<file path="config.mk">
export PLATFORM = sky130hd
export DESIGN_NAME = cdc_top
export DESIGN_NICKNAME = d
export VERILOG_FILES = /design/src/rtl/cdc_pkg.sv /design/src/rtl/cdc_top.sv /design/src/rtl/cdc_sync2.sv
export SDC_FILE = /design/constraint.sdc
export NUM_CORES = 1
export LEC_CHECK = 0
export BUFFER_PORTS_ARGS = -buffer_cell sky130_fd_sc_hd__buf_2
export CAP_MARGIN = 10
export CORE_MARGIN = 1
export CORE_UTILIZATION = 35
export DETAILED_ROUTE_END_ITERATION = 6
export GPL_ROUTABILITY_DRIVEN = 0
export SLEW_MARGIN = 30
export SYNTH_ARGS = -nofsm -noshare
export SYNTH_HDL_FRONTEND = slang
export SYNTH_SLANG_ARGS = --single-unit
</file>
<file path="constraint.sdc">
create_clock -name clk_sys -period 2.28 [get_ports clk_sys]
set_input_delay 0.456 -clock clk_sys [delete_from_list [all_inputs] [get_ports clk_sys]]
set_output_delay 0.456 -clock clk_sys [all_outputs]
set_load 0.02 [all_outputs]
</file>
<file path="src/rtl/cdc_pkg.sv">
// Package with constants for the comparator digital control block
package cdc_pkg;

  // ****************************************
  // Input select field
  // ****************************************
  localparam int unsigned SEL_W = 3;

  // Positive input select codes
  localparam logic [2:0] PSEL_GND = 3'h7;
  localparam logic [2:0] PSEL_FREF = 3'h6;
  localparam logic [2:0] PSEL_DAC = 3'h5;
  localparam logic [2:0] PSEL_PIN1 = 3'h1;
  localparam logic [2:0] PSEL_PIN0 = 3'h0;

  // Negative input select codes
  localparam logic [2:0] NSEL_GND = 3'h7;
  localparam logic [2:0] NSEL_FREF = 3'h6;
  localparam logic [2:0] NSEL_PIN3 = 3'h3;
  localparam logic [2:0] NSEL_PIN2 = 3'h2;
  localparam logic [2:0] NSEL_PIN1 = 3'h1;
  localparam logic [2:0] NSEL_PIN0 = 3'h0;

  // One-hot connection vector widths
  localparam int unsigned PCONN_W = 5;
  localparam int unsigned NCONN_W = 6;

  // Connection vector bit positions
  localparam int unsigned PC_PIN0 = 0;
  localparam int unsigned PC_PIN1 = 1;
  localparam int unsigned PC_DAC = 2;
  localparam int unsigned PC_FREF = 3;
  localparam int unsigned PC_GND = 4;
  localparam int unsigned NC_PIN0 = 0;
  localparam int unsigned NC_FREF = 4;
  localparam int unsigned NC_GND = 5;

  // ****************************************
  // Reset values
  // ****************************************
  localparam logic RST_RESULT = 1'b0;
  localparam logic RST_FLAG = 1'b0;
  localparam logic [PCONN_W-1:0] RST_PCONN = 5'h00;
  localparam logic [NCONN_W-1:0] RST_NCONN = 6'h00;

endpackage : cdc_pkg

</file>
<file path="src/rtl/cdc_top.sv">
// Digital control and output logic around one analog voltage comparator
// Overview of operation
// - Comparator runs only while cmp_on is set; cleared means lowest current.
// - With cmp_on at zero every comparator input is disconnected.
// - Disabled comparator reads as zero before polarity, so its output equals result_invert.
// - Result is readable as cmp_result and cmp_result_mirror, same value.
// - Internal result registered each instruction cycle; external path also registered, direct unless synced.
// - result_invert at 0 passes compare result; at 1 inverts it.
// - hysteresis_on set enables input hysteresis; clear disables it.
// - Sync mode captures result on falling edge of prescaled timer clock.
// - Timer counts on rising edges, opposite to the falling-edge capture.
// - Synchroniser uses only the primary timer clock source.
// - Rising and falling edges set cmp_irq_flag when their enable is set.
// - Flag stays until software clears it; a simultaneous edge wins.
// - Edge detectors work while disabled; polarity or enable toggles can flag.
// - Positive select: 7 ground, 6 fixed ref, 5 converter, 4-2 none, 1/0 pins.
// - Negative select: 7 ground, 6 fixed ref, 5-4 none, 3-0 negative pins.
// - Active result with shutdown source enabled suspends waveform generation at once.
`timescale 1ns/1ps
module cdc_top
  import cdc_pkg::*;
(
  // Clock, reset and enable
  input wire logic clk_sys,
  input wire logic rst,
  input wire logic clk_en,
  // Control bits
  input wire logic cmp_on,
  input wire logic result_invert,
  input wire logic hysteresis_on,
  input wire logic sync_on,
  input wire logic rise_irq_on,
  input wire logic fall_irq_on,
  input wire logic [SEL_W-1:0] pos_input_sel,
  input wire logic [SEL_W-1:0] neg_input_sel,
  input wire logic irq_flag_clear,
  input wire logic wavegen_shutdown_src_on,
  // Analog core and timer
  input wire logic cmp_raw,
  input wire logic timer_clk_pre,
  // Analog core control
  output logic analog_power_on,
  output logic analog_hyst_on,
  output logic [PCONN_W-1:0] pos_connect,
  output logic [NCONN_W-1:0] neg_connect,
  // Results and events
  output logic cmp_result,
  output logic cmp_result_mirror,
  output logic cmp_ext_out,
  output logic cmp_irq_flag,
  output logic wavegen_shutdown
);

  // ****************************************
  // Input synchronisers
  // ****************************************
  logic raw_s;
  logic tclk_s;

  cdc_sync2 u_sync_raw (
    .clk_sys(clk_sys),
    .rst(rst),
    .ce(clk_en),
    .d_async(cmp_raw),
    .q_sync(raw_s)
  );

  cdc_sync2 u_sync_tclk (
    .clk_sys(clk_sys),
    .rst(rst),
    .ce(clk_en),
    .d_async(timer_clk_pre),
    .q_sync(tclk_s)
  );

  // ****************************************
  // Functions
  // ****************************************
  function automatic logic [PCONN_W-1:0] pos_decode(input logic on, input logic [2:0] sel);
    logic [PCONN_W-1:0] v;
    v = RST_PCONN;
    if (on) begin
      unique case (sel)
        PSEL_GND: v[PC_GND] = 1'b1;
        PSEL_FREF: v[PC_FREF] = 1'b1;
        PSEL_DAC: v[PC_DAC] = 1'b1;
        PSEL_PIN1: v[PC_PIN1] = 1'b1;
        PSEL_PIN0: v[PC_PIN0] = 1'b1;
        default: v = RST_PCONN;
      endcase
    end
    return v;
  endfunction : pos_decode

  function automatic logic [NCONN_W-1:0] neg_decode(input logic on, input logic [2:0] sel);
    logic [NCONN_W-1:0] v;
    v = RST_NCONN;
    if (on) begin
      unique case (sel)
        NSEL_GND: v[NC_GND] = 1'b1;
        NSEL_FREF: v[NC_FREF] = 1'b1;
        NSEL_PIN3, NSEL_PIN2, NSEL_PIN1, NSEL_PIN0: v[NC_PIN0 + 32'(sel)] = 1'b1;
        default: v = RST_NCONN;
      endcase
    end
    return v;
  endfunction : neg_decode

  // ****************************************
  // State
  // ****************************************
  logic power_q;
  logic power_d;
  logic hyst_q;
  logic hyst_d;
  logic [PCONN_W-1:0] pconn_q;
  logic [PCONN_W-1:0] pconn_d;
  logic [NCONN_W-1:0] nconn_q;
  logic [NCONN_W-1:0] nconn_d;
  logic result_q;
  logic result_d;
  logic mirror_q;
  logic mirror_d;
  logic prev_q;
  logic prev_d;
  logic tclk_prev_q;
  logic tclk_prev_d;
  logic sync_val_q;
  logic sync_val_d;
  logic ext_q;
  logic ext_d;
  logic flag_q;
  logic flag_d;
  logic shut_q;
  logic shut_d;
  logic adj;
  logic rise_ev;
  logic fall_ev;
  logic tclk_fall;

  // ****************************************
  // Next values
  // ****************************************
  always_comb begin
    power_d = cmp_on;
    hyst_d = hysteresis_on;
    pconn_d = pos_decode(cmp_on, pos_input_sel);
    nconn_d = neg_decode(cmp_on, neg_input_sel);
    // Disabled core reads as zero before polarity
    adj = (cmp_on & raw_s) ^ result_invert;
    result_d = adj;
    mirror_d = adj;
    prev_d = result_q;
    rise_ev = result_q & ~prev_q;
    fall_ev = ~result_q & prev_q;
    // Set beats clear
    flag_d = (flag_q & ~irq_flag_clear) | (rise_ev & rise_irq_on) | (fall_ev & fall_irq_on);
    tclk_prev_d = tclk_s;
    tclk_fall = tclk_prev_q & ~tclk_s;
    sync_val_d = tclk_fall ? adj : sync_val_q;
    ext_d = sync_on ? sync_val_d : adj;
    shut_d = adj & wavegen_shutdown_src_on;
    if (!clk_en) begin
      power_d = power_q;
      hyst_d = hyst_q;
      pconn_d = pconn_q;
      nconn_d = nconn_q;
      result_d = result_q;
      mirror_d = mirror_q;
      prev_d = prev_q;
      flag_d = flag_q;
      tclk_prev_d = tclk_prev_q;
      sync_val_d = sync_val_q;
      ext_d = ext_q;
      shut_d = shut_q;
    end
  end

  // ****************************************
  // Registers
  // ****************************************
  always_ff @(posedge clk_sys or posedge rst) begin
    if (rst) begin
      power_q <= 1'b0;
      hyst_q <= 1'b0;
      pconn_q <= RST_PCONN;
      nconn_q <= RST_NCONN;
      result_q <= RST_RESULT;
      mirror_q <= RST_RESULT;
      prev_q <= RST_RESULT;
      flag_q <= RST_FLAG;
      tclk_prev_q <= 1'b0;
      sync_val_q <= RST_RESULT;
      ext_q <= RST_RESULT;
      shut_q <= 1'b0;
    end else begin
      power_q <= power_d;
      hyst_q <= hyst_d;
      pconn_q <= pconn_d;
      nconn_q <= nconn_d;
      result_q <= result_d;
      mirror_q <= mirror_d;
      prev_q <= prev_d;
      flag_q <= flag_d;
      tclk_prev_q <= tclk_prev_d;
      sync_val_q <= sync_val_d;
      ext_q <= ext_d;
      shut_q <= shut_d;
    end
  end

  // ****************************************
  // Outputs
  // ****************************************
  assign analog_power_on = power_q;
  assign analog_hyst_on = hyst_q;
  assign pos_connect = pconn_q;
  assign neg_connect = nconn_q;
  assign cmp_result = result_q;
  assign cmp_result_mirror = mirror_q;
  assign cmp_ext_out = ext_q;
  assign cmp_irq_flag = flag_q;
  assign wavegen_shutdown = shut_q;

endmodule : cdc_top

</file>
<file path="src/rtl/cdc_sync2.sv">
// Two-flop synchroniser for one level input
`timescale 1ns/1ps
module cdc_sync2 (
  // Clock and reset
  input wire logic clk_sys,
  input wire logic rst,
  input wire logic ce,
  // Data
  input wire logic d_async,
  output logic q_sync
);

  logic meta_q;
  logic meta_d;
  logic sync_q;
  logic sync_d;

  // ****************************************
  // Next value
  // ****************************************
  always_comb begin
    meta_d = ce ? d_async : meta_q;
    sync_d = ce ? meta_q : sync_q;
  end

  // ****************************************
  // Registers
  // ****************************************
  always_ff @(posedge clk_sys or posedge rst) begin
    if (rst) begin
      meta_q <= 1'b0;
      sync_q <= 1'b0;
    end else begin
      meta_q <= meta_d;
      sync_q <= sync_d;
    end
  end

  assign q_sync = sync_q;

endmodule : cdc_sync2

</file>
## Word-level counts from Yosys, hierarchy flattened

Cells that the tools add are included.

- Register bits after elaboration: 24
- Input bits: 19
- Output and inout bits: 18
- Word-level logic and storage cells: 59

- Equal/unequal tests: 9
- Bitwise operators: 15
- Reduce and logical (&&, ||, !) cells: 4
- Magnitude comparators: 2
- Multiplexer cells: 14

Operators with widths:

| kind | number |
|---|---|
| 3-bit equality test (second input constant) | 5 |
| 1-bit AND | 8 |
| 1-bit two-way mux | 8 |
| 3-bit by 1-bit equality test with 1-bit output (second input constant) | 2 |
| 3-bit by 2-bit equality test with 1-bit output (second input constant) | 2 |
| 3-bit logical NOT | 2 |
| 6-bit two-way mux | 1 |
| 5-bit two-way mux | 1 |
| 3-bit by 4-bit < comparator with 1-bit output (second input constant) | 1 |
| 4-bit two-way mux | 1 |
| 1-bit NOT | 4 |
| 1-bit one-hot mux with 2 select lines | 2 |
| 4-bit OR reduction | 1 |
| 1-bit demux with 3-bit select | 1 |
| 3-bit by 1-bit greater-or-equal comparator with 1-bit output (second input constant) | 1 |
| 1-bit OR | 2 |
| 1-bit logical AND | 1 |
| 1-bit bitwise XOR | 1 |

## Depth between registers and ports, before layout

- Depth in word-level cells: 6
- Depth in mapped cells: 5

## By module

A second synthesis with hierarchy kept.

- Cells, all modules: 91
- Area, all modules: 1,063.5 sq um

By module, submodules not included:

| module | instances | area an instance (sq um) | cells an instance | seq. area each (sq um) |
|---|---|---|---|---|
| cdc_top | 1 | 910.9 | 81 | 500.5 |
| cdc_sync2 | 2 | 76.3 | 5 | 50.0 |

## Worst setup path after synthesis

No wires, ideal clock.

- Path kind: reg2out
- From: register mirror_q (netlist: cmp_result_mirror)
- To: output port cmp_result_mirror
- Buffers on the path: 1
- Required time: 1.824 ns
- Slack: 1.155 ns
- Arrival time: 0.669 ns
- Stages on the path, launching flop included: 2
- Cells stage by stage: dfrtp_1 -> buf_4

RTL lines:

| what | line | text |
|---|---|---|
| from (decl) | cdc_top.sv:122 | `logic mirror_q;` |
| from (signal assigned) | cdc_top.sv:202 | `mirror_q <= mirror_d;` |
| to (decl) | cdc_top.sv:48 | `output logic cmp_result_mirror,` |

No word-level cell between the ends.

## Worst setup path in the final report

- From: register mirror_q (netlist: cmp_result_mirror)
- To: output port cmp_result_mirror

No word-level cell between the ends.

==> metrics.txt <==
setup clock skew after layout=0.00290 ns; H-tree depth=1; post-synthesis cell type count=29; number of DRC markers in iteration 0=32; number of buffers on the longest clock path=2; # Post-CTS Setup Buffers=0; chip width=57.4 um; number of flops mapped to enable cells by yosys=0; flip-flop and latch count after synthesis=24; violations in the final reports=DRC; Leakage=0.633 nW; Period Utilization, post-route=60.3%; I/O Pins=37; syn_nets=105; CP bufs+invs=1; total non-filler cell area in the finished layout=0.00127 mm2; maximum number of pins on one net before global-route repair=28; post-cts resize count=0; number of cells produced by synthesis=86; wire length after detailed routing=1970 um; final-report max-slew violation count=0; cell with the largest stage delay on the worst path=dfrtp_1; crit path cell chain=buf_2; f_max=0.727 GHz; minimum period implied by the final worst setup slack=1.38 ns; synthesis-to-layout area growth=18.5%; global route total overflow=0; per-cell routed wire length=13.0 um; Critical Path End Type=primary output; share of synthesized area occupied by flip-flops and latches=55.9%; number of placement rows=19; CTS root buf=clkbuf_4; maximum net fanout on the critical path=6; arrival time reported for the critical path endpoint=0.92 ns; via count of the first global-routing pass=717; antenna viol nets, final=0; Setup-failing EPs final=0; number of vias in the routed layout=747; per-instance average area after synthesis=12.5 um2; FF-to-FF Start=u_sync_tclk.q_sync$_DFFE_PP0P_; slowest cell delay on critical path=0.43 ns; CTS tree=yes; standard cell core area=0.00283 mm2; final sum of negative setup slack=0 ns; Largest register FFs=6; final-report hold violation count=0; required time of the critical path=1.82 ns; unrepaired setup endpoints after global routing=no; clock slew at the register clock pins of the worst setup and hold paths=0.12 ns; PD cells=682 mW/mm2; worst-case register-to-register setup slack=1.21 ns; Critical Path Start Type=flop; DRC violation count after routing=4; initial core utilization=37.9%; initial antenna violation count=0; CP delay by family, top=flip-flops; Cell Area, Synth=0.00107 mm2; placed instance area=0.00125 mm2; count of antenna diodes in the layout=0; clock latency on the worst-skew pair=0.30 ns; final critical-path setup slack=0.904 ns; wire length of the first global-routing pass=3230 um; max-capacitance violation count=0; Total Die Area=0.00329 mm2; total of warnings raised by yosys=0; height of the chip=57.4 um; number of clock buffers inserted by TritonCTS=3; HPWL reported at the end of detailed placement=1430 um; worst setup timing slack at the placement stage=0.777 ns; Primary FF master, synth=dfrtp_1; type of the setup path with the least slack=reg -> out; final total power=867 uW; total routing resource utilization after global routing=13.1%; share of synthesized registers carrying an async set or reset=100%; outcome=complete, but fails checks; TritonRoute pass-1 iters=6; quantity of I/O buffers inserted on ports=36; total of hold buffers inserted after clock tree synthesis=0; Max-Slew Margin vs Limit=64.8%; Sink Count=24; total number of nets in the final design=142; fraction of layout cells with a size suffix above 1=43.8%; per-cell via count in the routed design=4.91; maximum resistive drop on vdd=0.310 mV; worst-margin pin slew=0.528 ns; CP startpoint=cmp_result_mirror$_DFFE_PP0P_; class of the tightest hold or removal check=in -> async
## synthesized netlist by cell type (2+ instances only)
cell        n  share of area (%)
dfrtp_1    24                 56
nand2_1     8                2.8
o2bb2ai_1   6                4.9
inv_1       5                1.7
mux2_4      5                7.0
mux2_2      4                4.2
o21ai_0     4                1.9
nand3b_1    3                2.1
buf_6       2                2.1
nand2b_1    2                1.2
nand3_1     2               0.93
nor2_1      2               0.70
nor2b_1     2                1.2
o22ai_1     2                1.2
## per-layer routing
metal  part of all wire [%]  vias to the layer above  global-route usage, %
met5                      0                        -                      0
met4                    1.4                        0                   8.36
met3                    2.9                        2                   2.27
met2                     49                       18                   20.6
met1                     46                      356                   16.7
li1                       -                      371                      -
## cells by family after synthesis
kind of cell              share of synthesized area, %
muxes                                             11.2
DFF                                               55.9
xor gates and xnor gates                          1.52
buffers and inverters                             6.76
AOI/OAI and AO/OA                                 11.9
and+or+nand+nor                                   12.7
## area by class of cell
type / count / area [um2]
Timing Repair Buffer: 37 / 188
Inverter: 6 / 22.5
Tap cell: 31 / 38.8
Multi-Input combinational cell: 51 / 400
Fill cell: 272 / 1560
Sequential cell: 24 / 601
Clock buffer: 3 / 22.5
## placed cells by master (no fill, tap or decap)
cell / n
nand2_4: 1
xor2_2: 1
mux2_4: 5
inv_1: 5
nand4b_1: 1
nand4_1: 1
a21oi_1: 1
a22o_1: 1
o2bb2ai_1: 6
o21ai_0: 4
buf_2: 36
nand3_1: 2
mux2_2: 4
clkbuf_4: 3
buf_4: 1
o22ai_1: 2
nor2_1: 2
nor4b_1: 1
nand2b_1: 2
inv_2: 1
nand2_1: 8
a41oi_1: 1
o31ai_2: 1
o31ai_1: 1
and2_1: 1
nand3b_1: 3
dfrtp_1: 24
nor2b_1: 2
## report_power, final
group	total (mW)	switching, mW	internal (mW)	leakage (nW)
clock network	0.175	0.114	0.0616	0.0138
logic	0.188	0.105	0.0835	0.314
registers	0.504	0.0307	0.473	0.306
## through the flow
| step | hold WS (ns) | cells | util (%) |
|---|---|---|---|
| floorplan | 0.449 | 86 | - |
| global placement | 0.468 | 149 | 44.2 |
| detailed placement | 0.477 | 149 | 44.2 |
| CTS | 0.171 | 152 | 45.0 |
| global route | 0.198 | 152 | 45.0 |
| finish | 0.170 | 152 | 45.0 |
## final timing paths
kind,cells after the start,to
min reg2reg,1,neg_connect[3]$_DFFE_PP0P_
max,1,cmp_result_mirror
max in group asynchronous,3,u_sync_raw.q_sync$_DFFE_PP0P_
min,3,analog_power_on$_DFFE_PP0P_
max reg2reg,3,cmp_ext_out$_DFFE_PP0P_
min in group clk_sys,2,pos_connect[3]$_DFFE_PP0P_
No activity file was read; power rests on OpenSTA's default activity.
